### config.mk
export PLATFORM = sky130hd
export DESIGN_NAME = wdtc_watchdog
export DESIGN_NICKNAME = d
export VERILOG_FILES = /design/src/wdtc_pkg.sv /design/src/wdtc_watchdog.sv
export VERILOG_INCLUDE_DIRS = /design/src
export SDC_FILE = /design/constraint.sdc
export NUM_CORES = 1
export LEC_CHECK = 0
export ABC_AREA = 1
export BUFFER_PORTS_ARGS = -buffer_cell sky130_fd_sc_hd__buf_2
export CAP_MARGIN = 20
export CORE_MARGIN = 8
export CORE_UTILIZATION = 57
export DETAILED_ROUTE_END_ITERATION = 16
export PLACE_DENSITY = 0.79
export SLEW_MARGIN = 5
export SYNTH_ARGS = -nofsm -noshare
export SYNTH_HDL_FRONTEND = slang
export SYNTH_SLANG_ARGS = --single-unit
export TNS_END_PERCENT = 50
### constraint.sdc
create_clock -name mclk -period 2.7 [get_ports mclk]
set_input_delay 0.54 -clock mclk [delete_from_list [all_inputs] [get_ports mclk]]
set_output_delay 0.54 -clock mclk [all_outputs]
set_load 0.01 [all_outputs]
### src/wdtc_defines.svh
// Constants of the watchdog time-out control block
`ifndef WDTC_DEFINES_SVH
`define WDTC_DEFINES_SVH
// ==========================================================
// Register map
`define WDTC_ADDR_W 8
`define WDTC_CTRL_OFS 8'h21
`define WDTC_CTRL_RST 8'h00
// ==========================================================
// Control field positions
`define WDTC_UNLOCK_BIT 4
`define WDTC_ENABLE_BIT 3
`define WDTC_SEL_HI 2
`define WDTC_SEL_LO 0
// ==========================================================
// Timing
`define WDTC_UNLOCK_CYCLES 4
`define WDTC_SYS_HZ 25000000
`define WDTC_TICK_HZ 1000000
`define WDTC_TICK_DIV (`WDTC_SYS_HZ / `WDTC_TICK_HZ)
`define WDTC_BASE_TICKS 8192
`define WDTC_CNT_W 21
`endif

### src/wdtc_pkg.sv
// Types of the watchdog time-out control block
package wdtc_pkg;
   // ==========================================================
   // Time-out select codes
   typedef logic [2:0] wdtc_sel_type;
   // ==========================================================
   // Reset pulse state
   typedef enum logic [1:0] {
      WDTC_RUN = 2'b01,
      WDTC_FIRE = 2'b10
   } wdtc_state_type;
endpackage : wdtc_pkg

### src/wdtc_watchdog.sv
// Watchdog time-out control with control register and reset output
//
// Functional notes
// - Upper three control bits read zero; writes to them are dropped.
// - Unlock bit clears itself four clock cycles after being set.
// - Counting runs while enable is one, stops while zero.
// - Enable clears only while unlock is one; otherwise stays set.
// - Zero to enable within four cycles disables; later it is refused.
// - Select code n picks 8K times two to the n watchdog ticks.
// - Counter advances on a 1 MHz tick derived from system clock.
// - Restart instruction clears the count to zero.
// - Reaching the selected count without restart asserts system reset.
//
// The strobed register port is this design's own decision.
`timescale 1ns/1ps
`include "wdtc_defines.svh"
module wdtc_watchdog
   import wdtc_pkg::*;
#(
   parameter int TICK_DIV = `WDTC_TICK_DIV,
   parameter int BASE_TICKS = `WDTC_BASE_TICKS
) (
   input wire logic mclk,
   input wire logic nrst,
   input wire logic [`WDTC_ADDR_W-1:0] regAddr,
   input wire logic [7:0] regWdata,
   input wire logic regWrite,
   input wire logic regRead,
   output logic [7:0] regRdata,
   input wire logic guardRestart,
   output logic sysReset
);
   localparam int DIV_W = (TICK_DIV > 1) ? $clog2(TICK_DIV) : 1;
   localparam logic [DIV_W-1:0] DIV_LAST = DIV_W'(TICK_DIV - 1);
   localparam logic [2:0] UNLOCK_LAST = 3'(`WDTC_UNLOCK_CYCLES - 1);
   localparam logic [7:0] CTRL_RST = `WDTC_CTRL_RST;

   // ==========================================================
   // Decode
   function automatic logic hitCtrl(input logic [`WDTC_ADDR_W-1:0] a);
      return a == `WDTC_CTRL_OFS;
   endfunction : hitCtrl

   function automatic logic [`WDTC_CNT_W-1:0] limitOf(input wdtc_sel_type s);
      return `WDTC_CNT_W'(BASE_TICKS) << s;
   endfunction : limitOf

   // ==========================================================
   // Control register
   logic unlock_r, unlock_nxt;
   logic enable_r, enable_nxt;
   wdtc_sel_type sel_r, sel_nxt;
   logic [2:0] unlockCnt_r, unlockCnt_nxt;
   logic [7:0] regRdata_r, regRdata_nxt;
   logic wrCtrl;

   assign wrCtrl = regWrite && hitCtrl(regAddr);

   always_comb begin
      unlock_nxt = unlock_r;
      enable_nxt = enable_r;
      sel_nxt = sel_r;
      unlockCnt_nxt = unlockCnt_r;
      if (unlock_r) begin
         // Self clear after the fixed window
         if (unlockCnt_r == UNLOCK_LAST) begin
            unlock_nxt = 1'b0;
            unlockCnt_nxt = 3'h0;
         end else begin
            unlockCnt_nxt = unlockCnt_r + 3'h1;
         end
      end
      if (wrCtrl) begin
         sel_nxt = regWdata[`WDTC_SEL_HI:`WDTC_SEL_LO];
         if (regWdata[`WDTC_ENABLE_BIT]) begin
            enable_nxt = 1'b1;
         end else if (unlock_r) begin
            enable_nxt = 1'b0;
         end
         // Unlock only with enable written one in the same access
         if (regWdata[`WDTC_UNLOCK_BIT] && regWdata[`WDTC_ENABLE_BIT]) begin
            unlock_nxt = 1'b1;
            unlockCnt_nxt = 3'h0;
         end
      end
      regRdata_nxt = 8'h00;
      if (regRead && hitCtrl(regAddr)) begin
         regRdata_nxt = {3'h0, unlock_r, enable_r, sel_r};
      end
   end

   always_ff @(posedge mclk) begin
      if (!nrst) begin
         unlock_r <= CTRL_RST[`WDTC_UNLOCK_BIT];
         enable_r <= CTRL_RST[`WDTC_ENABLE_BIT];
         sel_r <= CTRL_RST[`WDTC_SEL_HI:`WDTC_SEL_LO];
         unlockCnt_r <= 3'h0;
         regRdata_r <= 8'h00;
      end else begin
         unlock_r <= unlock_nxt;
         enable_r <= enable_nxt;
         sel_r <= sel_nxt;
         unlockCnt_r <= unlockCnt_nxt;
         regRdata_r <= regRdata_nxt;
      end
   end
   assign regRdata = regRdata_r;

   // ==========================================================
   // Tick divider and counter
   // Divider runs free so the tick phase never depends on restarts
   logic [DIV_W-1:0] div_r, div_nxt;
   logic tick;
   logic [`WDTC_CNT_W-1:0] cnt_r, cnt_nxt;
   wdtc_state_type state_r, state_nxt;
   logic sysReset_r, sysReset_nxt;

   assign tick = (div_r == DIV_LAST);

   always_comb begin
      div_nxt = tick ? '0 : div_r + DIV_W'(1);
      cnt_nxt = cnt_r;
      state_nxt = state_r;
      sysReset_nxt = 1'b0;
      case (state_r)
         WDTC_RUN: begin
            if (guardRestart) begin
               cnt_nxt = '0;
            end else if (enable_r && tick) begin
               if (cnt_r + `WDTC_CNT_W'(1) >= limitOf(sel_r)) begin
                  cnt_nxt = '0;
                  sysReset_nxt = 1'b1;
                  state_nxt = WDTC_FIRE;
               end else begin
                  cnt_nxt = cnt_r + `WDTC_CNT_W'(1);
               end
            end
         end
         WDTC_FIRE: begin
            // One-cycle reset pulse; system reset returns via nrst
            state_nxt = WDTC_RUN;
         end
         default: begin
            state_nxt = WDTC_RUN;
         end
      endcase
   end

   always_ff @(posedge mclk) begin
      if (!nrst) begin
         div_r <= '0;
         cnt_r <= '0;
         state_r <= WDTC_RUN;
         sysReset_r <= 1'b0;
      end else begin
         div_r <= div_nxt;
         cnt_r <= cnt_nxt;
         state_r <= state_nxt;
         sysReset_r <= sysReset_nxt;
      end
   end
   assign sysReset = sysReset_r;
endmodule : wdtc_watchdog

* Yosys cells after proc, flatten, opt, wreduce, memory -nomap -nowiden *
Index checks and enable logic that the tools add are counted.

word-level totals
  flip-flop bits (word level) = 45
  input bits = 21
  output and inout bits = 9
  word-level logic and storage cells = 50

operators by class
  add/subtract/negate cells = 3
  $lt $le $gt $ge = 1
  equality and inequality tests = 4
  shifts and indexed selects = 1
  multiplexer cells = 14
  bitwise operators = 4
  reductions and logical operators = 13

operators by type and width
  operator                                                               count
  21-bit two-way mux                                                     3
  21-bit by 1-bit adder with 21-bit output, second input constant        1
  21-bit >= comparator                                                   1
  14-bit by 3-bit left shift with 21-bit output, first input constant    1
  3-bit two-way mux                                                      4
  8-bit by 6-bit equality test with 1-bit output, second input constant  1
  2-bit AND reduction                                                    4
  1-bit two-way mux                                                      7
  5-bit by 1-bit adder with 5-bit output, second input constant          1
  5-bit equality test, second input constant                             1
  1-bit logical AND                                                      4
  1-bit inverter                                                         4
  2-bit nonzero test                                                     2
  4-bit OR reduction                                                     1
  3-bit by 1-bit adder with 3-bit output, second input constant          1
  3-bit by 2-bit equality test with 1-bit output, second input constant  1
  3-bit AND reduction                                                    1
  2-bit by 1-bit equality test with 1-bit output, second input constant  1
  2-bit OR reduction                                                     1

* Logic depth before layout (Yosys ltp) *
Gate-level depths: netlist (run 1).

  depth after elaboration = 5
  gate-level depth with buffers = 18
  gate-level depth less buffers = 17

* Worst setup path before layout (run 1) *
OpenSTA, ideal clock, no wires.

  kind = reg-to-reg
  start point = register cnt_r[0]
  end point = register cnt_r[19]
  library setup time = 134 ps
  arrival time = 2207 ps
  required time = 2566 ps
  slack = 359 ps
  cell stages (with the launch flop) = 17
  path buffers = 1
  period minus slack after synthesis = 2341 ps
  cells stage by stage = dfxtp_1 > ha_1 > nand3_2 > inv_2 > nand2_4 > nor2_8 > nand2_1 > nand2_1 > nand2_1 > ha_1 > nand2_1 > or2_2 > nand3_1 > inv_1 > buf_2 > nand3_1 > a21oi_1

on the way
  longest elaborated chain between the ends = 5

RTL lines
  what                                        line                                        source
  start, declared                             wdtc_watchdog.sv:114                        logic [`WDTC_CNT_W-1:0] cnt_r, cnt_nxt;
  start signal, assigned                      wdtc_watchdog.sv:157                        cnt_r <= cnt_nxt;
  21-bit by 1-bit adder with 21-bit output *  wdtc_watchdog.sv:130, wdtc_watchdog.sv:135
  21-bit >= comparator                        wdtc_watchdog.sv:130                        if (cnt_r + `WDTC_CNT_W'(1) >= limitOf(sel_r)) begin
  21-bit two-way mux *                        wdtc_watchdog.sv:130
  21-bit two-way mux *                        wdtc_watchdog.sv:129                        end else if (enable_r && tick) begin
  21-bit two-way mux *                        wdtc_watchdog.sv:127                        if (guardRestart) begin

Every way passes the cells marked *; elsewhere a longest branch is shown, timed or not. The select of a mux whose other input is x is not followed.
A chain may end at the register's enable or synchronous reset.

* Worst setup path after layout (run 1) *
  start point = register cnt_r[1]
  end point = register cnt_r[19]

The elaborated chain is that of the path after synthesis.

==> impl_results.md, run 1 <==
* Clk sinks at 42
* Sequential-to-total area share from yosys stat at 0.3556
* Row cnt at 23
* Hpwl dp at 3.589 mm
* Hold WC Path Type: reg -> reg
* Crit-path max FO at 7
* Clock power frac at 0.387
* GRT overflow at 0
* Worst Path Required at 2840 ps
* Per-cell routed wire length at between 10 and 15 um
* Post-synthesis average cell area at ~7.0 um2
* CTS H-tree lvls at 2
* Worst Tran Pin Value at roughly 800 ps
* Fillers at 360
* Sequential Power Share at 0.571
* Via count at approximately 2100
* Leak Pwr at ~0.0012 uW
* CTS Buf Count at 5
* Final Cycle Share at 0.9348
* Switching share of power at 0.2299
* Fmax at between 300 and 400 MHz
* Die width at a little over 80 um
* Largest net degree at the start of global routing at 25
* Post-synth top area cell: dfxtp_1
* Initial Utilization at 0.5912
* Post-synth cell types at 30
* DR DRC count at 0
* Root buffer cell: clkbuf_8
* Fin util at 0.6600
* Die H at slightly above 80 um
* Register bit count reported by yosys at 42
* Initial antenna violation count at 0
* Crit path DAT at 2670 ps
* CTS tree: yes
* Crit path from: cnt_r[1]
* Die area at 6466 um2
* Max-Cap Viols at 0
* Core area at between 4000 and 5000 um2
* Status: finished, final reports clean
* Port bufs at 23
* Ratio of cells with drive above 1 in the final layout at 0.1503
* Ports at 30
* Most frequent cells in the layout: nand2_1, dfxtp_1, nand3_1, nor2_1, inv_1
* Number of diodes at 0
* First-pass GRT wire length at approximately 8 mm
* Hold buffer count at cts at 0
* Synth warn at 0
* Hold_sp: div_r[0]
* DR iter-0 viols at between 70 and 80
* VDD IR-drop max at roughly 0.4 mV
* Critical path startpoint category: flop
* Gpl congestion at around 0.83
* CP Capture Type: flop
* Max clock buf depth at 2
* Crit path kind: reg -> reg
* Remaining antenna violation count after routing at 0
* Final hold violations at 0
* Area Growth Syn to Fin at 11.64%
* Commonest non-fill, non-tap cell in the layout: nand2_1
* Final setup TNS at 0 ps
* Final setup viols at 0
* Worst R2R Start: cnt_r[1]
* Post-Syn Instances at 340
* Final wirelength at 4.811 mm
* Total GRT Usage at 0.1557
* Final setup margin at roughly 180 ps
* Worst-path clk slew at roughly 80 ps
* Clk Latency, worst-skew pair at 290 ps
* Top cells by area, synth: dfxtp_1, nand2_1, nand3_1, a21oi_1, ha_1
* Vias in the first global route at between 1500 and 2000
* Post-CTS setup buffers at 0
* P_sw at about 250 uW
* Pins Over Slew Limit at 0
* Max transition margin at 0.4698
* Place WS at between 150 and 200 ps
* Internal power at around 840 uW
* Final Net Count at a little under 400
* Minimum clock period at approximately 2500 ps
* Mapped cell area at 2365 um2
* Power density over cell area at 415.4 nW/um2
* Detailed Routing Iterations Pass 1 at 5
* Total power at 1097 uW
* Worst Skew at ~6.6 ps
* Top-area cell type share of the netlist area at 0.3556
* Post-DR vias/cell at a little over 5
* Combinational Power Share at 0.042
## kinds of logic after synthesis
group | after synthesis | synth area share
and+or+nand+nor | 183 | 0.3524
adders and majority gates | 12 | 0.06349
DFF | 42 | 0.3556
other | 1 | 0.001586
xor gates and xnor gates | 13 | 0.05450
buffers and inverters | 50 | 0.08625
AOI/OAI and AO/OA | 39 | 0.08625
## what timing repair did
action	CTS	global route
setup endpoints to repair	0	20
resized for setup	0	5
hold endpoints to repair	0	0
## final cells by class
type                       instances  area, um2  area share
multi-input combinational        250       1343      0.5085
timing repair buffer              28      156.4     0.05924
tap                               50      62.56     0.02370
inverter                          38      142.6     0.05403
clock buffer                       6      82.58     0.03128
sequential                        42      840.8      0.3185
clock inverter                     2      12.51    0.004739
## stage by stage
| step | cells | hold slack (ps) | cell area (um2) |
|---|---|---|---|
| floorplan | 342 | 422.2 | 2372 |
| global placement | 408 | 447.7 | 2526 |
| detailed placement | 408 | 457.2 | 2526 |
| CTS | 416 | 467.8 | 2621 |
| global route | 416 | 483.5 | 2640 |
| finish | 416 | 469.4 | 2640 |
## power groups by stage
| stage | Sequential [uW] | Combinational [uW] | Clock (uW) |
|---|---|---|---|
| 6_report | 626 | 45.9 | 425 |
| 5_1_grt | 627 | 51.6 | 462 |
| 4_1_cts | 626 | 45.8 | 437 |
| 3_5_place_dp | 641 | 45.7 | 0 |
| 3_3_place_gp | 640 | 44.8 | 0 |
| 2_1_floorplan | 640 | 30.0 | 0 |
## worst max-delay path, cell delays in order, from the launching register on
cell,delay (ps)
dfxtp_1,350
ha_2,210
nand3_2,140
inv_2,120
nand2_4,80
nor2_8,150
nand2_1,60
nand2_1,60
nand2_1,60
ha_1,300
nand2_1,60
or2_2,300
nand3_2,110
inv_1,70
buf_4,160
nand3_1,90
a21oi_1,60
## cell usage after synthesis (all sizes together)
cell type,instances
inv,38
nand3b,1
nand3,44
or2,1
buf,7
a211oi,1
nor4,4
ha,12
conb,1
a21oi,31
dfxtp,42
clkbuf,5
nand4,4
nand2,82
xor2,8
xnor2,5
nor3,5
o21bai,1
o21ai,6
nor2,42
## path summary, 6_finish.rpt
check | cells after the start | to | slack (ps)
hold / removal | 1 | div_r[0] | 470
hold reg to reg | 1 | div_r[0] | 470
setup reg to reg | 16 | cnt_r[19] | 180
setup / recovery | 16 | cnt_r[19] | 180
## registers in the layout (all words and copies together) (netlist names)
signal,flops
enable_r,1
div_r,5
sysReset,1
state_r,2
unlockCnt_r,3
cnt_r,21
unlock_r,1
sel_r,3
regRdata,5
## layer usage
metal	track usage	wire (um)	vias to the layer above
li1	-	-	1141
met1	0.1774	2268	932
met2	0.2606	2273	33
met3	0.04799	182	8
met4	0.06727	87	0
met5	0	0	-
Power figures use the tool's default switching activity.
==> run 2: changes to the inputs <==
--- a/config.mk
+++ b/config.mk
@@ -6,13 +6,12 @@
 export SDC_FILE = /design/constraint.sdc
 export NUM_CORES = 1
 export LEC_CHECK = 0
-export ABC_AREA = 1
 export BUFFER_PORTS_ARGS = -buffer_cell sky130_fd_sc_hd__buf_2
 export CAP_MARGIN = 20
 export CORE_MARGIN = 8
-export CORE_UTILIZATION = 57
+export CORE_UTILIZATION = 56
 export DETAILED_ROUTE_END_ITERATION = 16
-export PLACE_DENSITY = 0.79
+export PLACE_DENSITY = 0.78
 export SLEW_MARGIN = 5
 export SYNTH_ARGS = -nofsm -noshare
 export SYNTH_HDL_FRONTEND = slang
==> run 2 against run 1 <==
Clock-buffer cell count decreased by 1. Area after synthesis decreased by 10%. Wire length decreased by 4.1%. Sequential share of layout area decreased by 1.0 points. Critical path type unchanged. Utilization increased by 10 points. Highest routed layer unchanged. Critical endpoint is now cnt_r[5]. Sequential power decreased by 0.6%. Combinational power decreased by 18%. Maximum frequency decreased by 13%. The flow now finishes with violations (setup timing). Critical path depth decreased by 4.
==> impl_results.md, run 2 <==
* Post-synth cell types at 44 (+47%)
* Status: finished with violations
* Post-DR vias/cell at 5.189 (+2.1%)
* Gpl congestion at 0.7935 (-5.0%)
* Count leader, synth: dfxtp_1
* Fin util at 0.7635 (+0.1035)
* Final Net Count at 333 (-16%)
* Vias in the first global route at 1723 (-13%)
* Final Cycle Share at 1.073 (+0.1378)
* Root buffer cell: clkbuf_8
* Remaining antenna violation count after routing at 0 (unchanged)
* CTS tree: yes
* Per-cell routed wire length at 13.22 um (+14%)
* Port bufs at 23 (unchanged)
* Die H at 77.61 um (-3.5%)
* Crit path kind: reg -> reg
* Final wirelength at 4.614 mm (-4.1%)
* Initial antenna violation count at 0 (unchanged)
* Failing checks: setup timing
* Detailed Routing Iterations Pass 1 at 4 (-1)
* Ports at 30 (unchanged)
* Hold buffer count at cts at 0 (unchanged)
* CTS Buf Count at 5 (unchanged)
* CP Capture Type: flop
* Hpwl dp at 3.074 mm (-14%)
* Ratio of cells with drive above 1 in the final layout at 0.3688 (+0.2185)
* Max clock buf depth at 2 (unchanged)
* Register bit count reported by yosys at 42 (unchanged)
* Final hold violations at 0 (unchanged)
* Top cells by area, synth: dfxtp_1, ha_1, xor2_1, o21ai_0, nand2_1
* Crit-path max FO at 8 (+1)
* DR iter-0 viols at 96 (+26%)
* Crit path DAT at 3130 ps (+460 ps)
* Final setup viols at 23 (+23)
* Die area at 6023 um2 (-6.8%)
* Largest net degree at the start of global routing at 21 (-16%)
* Final setup TNS at -3377 ps (-3377 ps)
* Synth warn at 0 (unchanged)
* Final setup margin at -196.1 ps (-372.1 ps)
* Post-Syn Instances at 241 (-29%)
* Asr flop ratio synth at 0 (unchanged)
* Post-synth EDFFs at 0 (unchanged)
* Fmax at 345.3 MHz (-13%)
* Largest register FFs at 21 (unchanged)
* Predominant post-synthesis flop cell: dfxtp_1
* Worst-path clk slew at 80 ps (about the same)
* Initial Utilization at 0.5807 (-0.01052)
* Total GRT Usage at 0.1532 (-0.002487)
* Commonest non-fill, non-tap cell in the layout: buf_4
* Die width at 77.61 um (-3.5%)
* Most frequent cells in the layout: buf_4, dfxtp_1, nand2_1, buf_2, nor2_1
* Hold WC Path Type: reg -> reg
* Clk Latency, worst-skew pair at 300 ps (about the same)
* Worst Skew at 6.418 ps (-0.1842 ps)
* Max transition margin at 0.4926 (+0.02280)
* Worst Tran Pin Value at 761.1 ps (-33.32 ps)
* Post-synth top area cell: dfxtp_1
* Number of diodes at 0 (unchanged)
* Worst Path Required at 2930 ps (+90 ps)
* GRT overflow at 0 (unchanged)
* RSZ-0062 raised after global routing: yes
* Top-area cell type share of the netlist area at 0.3955 (+0.03997)
* Max-Cap Viols at 0 (unchanged)
* Sequential-to-total area share from yosys stat at 0.3955 (+0.03997)
* Post-synth top cells: dfxtp_1, nand2_1, nor2_1
* Row cnt at 22 (-4.3%)
* Most flops, register: cnt_r
* Power density over cell area at 381.9 nW/um2 (-8.1%)
* First-pass GRT wire length at 7.583 mm (-7.2%)
* Leak Pwr at 0.001194 uW (+3.1%)
* Pins Over Slew Limit at 0 (unchanged)
* Place WS at -252.9 ps (-405.8 ps)
* Clk sinks at 42 (unchanged)
* Minimum clock period at 2896 ps (+372.1 ps)
* Critical path startpoint category: flop
* CTS H-tree lvls at 2 (unchanged)
* Post-synthesis average cell area at 8.821 um2 (+27%)
* DR DRC count at 0 (unchanged)
* Area Growth Syn to Fin at 31.49%
* VDD IR-drop max at 0.3965 mV (+0.22%)
* Via count at 1811 (-14%)
* Mapped cell area at 2126 um2 (-10%)
* Core area at 3661 um2 (-8.5%)
==> run 2: changes by cell type in the layout (fill, tap and decap cells not counted), sizes merged, moves of 5 or more <==
cell   before  now
xor2        8   13
a22o        0    8
a21oi      31    5
o21ai       6   19
nor2       42   23
and2        0    6
nand2      82   25
buf        28   61
nand3      44   14
inv        38   10
==> run 2: layout make-up <==
type | instances | area [um2]
Sequential cell | 42 | 862.1
Clock buffer | 5 | 68.82
Multi-Input combinational cell | 180 | 1326
Inverter | 10 | 37.54
Fill cell | 269 | 865.8
Tap cell | 48 | 60.06
Timing Repair Buffer | 61 | 419.2
Clock inverter | 3 | 21.27
==> run 2: power by group <==
part	leakage, uW	switching [uW]	internal (uW)
clock network	0.0000441	226	182
registers	0.000345	3.54	619
logic	0.000805	20.7	17.1
total	0.00119	250	817
==> run 2: path summary, 6_finish.rpt <==
| path | startpoint | endpoint | slack, ps | depth (start not counted) |
|---|---|---|---|---|
| worst max-delay path | cnt_r[1] | cnt_r[5] | -200 | 12 |
| worst min-delay path | unlockCnt_r[2] | unlockCnt_r[2] | 450 | 2 |
| worst max register to register | cnt_r[1] | cnt_r[5] | -200 | 12 |
| worst min register to register | unlockCnt_r[2] | unlockCnt_r[2] | 450 | 2 |
==> run 2: what timing repair did <==
item	in CTS	in global routing
gates cloned	0	0
pin swaps	12	14
resized for setup	17	13
setup buffers	4	3
endpoints found under the setup margin	24	24
==> run 2: worst max-delay path, cell delays in order (launching register included) <==
cell       delay (ps)
dfxtp_4           370
ha_4              140
nand2_2            60
or4_4             520
nor2_4            120
xor2_2            160
ha_1              270
a211oi_2          300
a2bb2oi_4         210
nor2_2             70
or3_4             350
buf_8             150
o21ai_2           110
==> run 2: cell families after synthesis <==
group	synth area share
AO/OA/AOI/OAI	0.1165
XOR/XNOR	0.09771
adder cells (fa/ha/maj)	0.07063
buffers and inverters	0.04591
flip-flops	0.3955
multiplexers	0.01884
other	0.001764
AND/OR/NAND/NOR	0.2531
==> run 2: per-layer routing <==
layer / vias to the layer above / wire length, um / track usage
li1: 943 / - / -
met1: 834 / 2063 / 0.1729
met2: 27 / 2316 / 0.2648
met3: 7 / 157 / 0.04378
met4: 0 / 76 / 0.06038
met5: - / 0 / 0
==> run 2: stage by stage <==
step | cells | hold slack (ps) | area, um2 | power (uW)
floorplan | 243 | 424.5 | 2202 | 662.6
global placement | 334 | 438.4 | 2540 | 675.2
detailed placement | 334 | 438.8 | 2540 | 676.4
CTS | 346 | 453.0 | 2715 | 1076
global route | 349 | 463.8 | 2795 | 1107
finish | 349 | 453.3 | 2795 | 1068
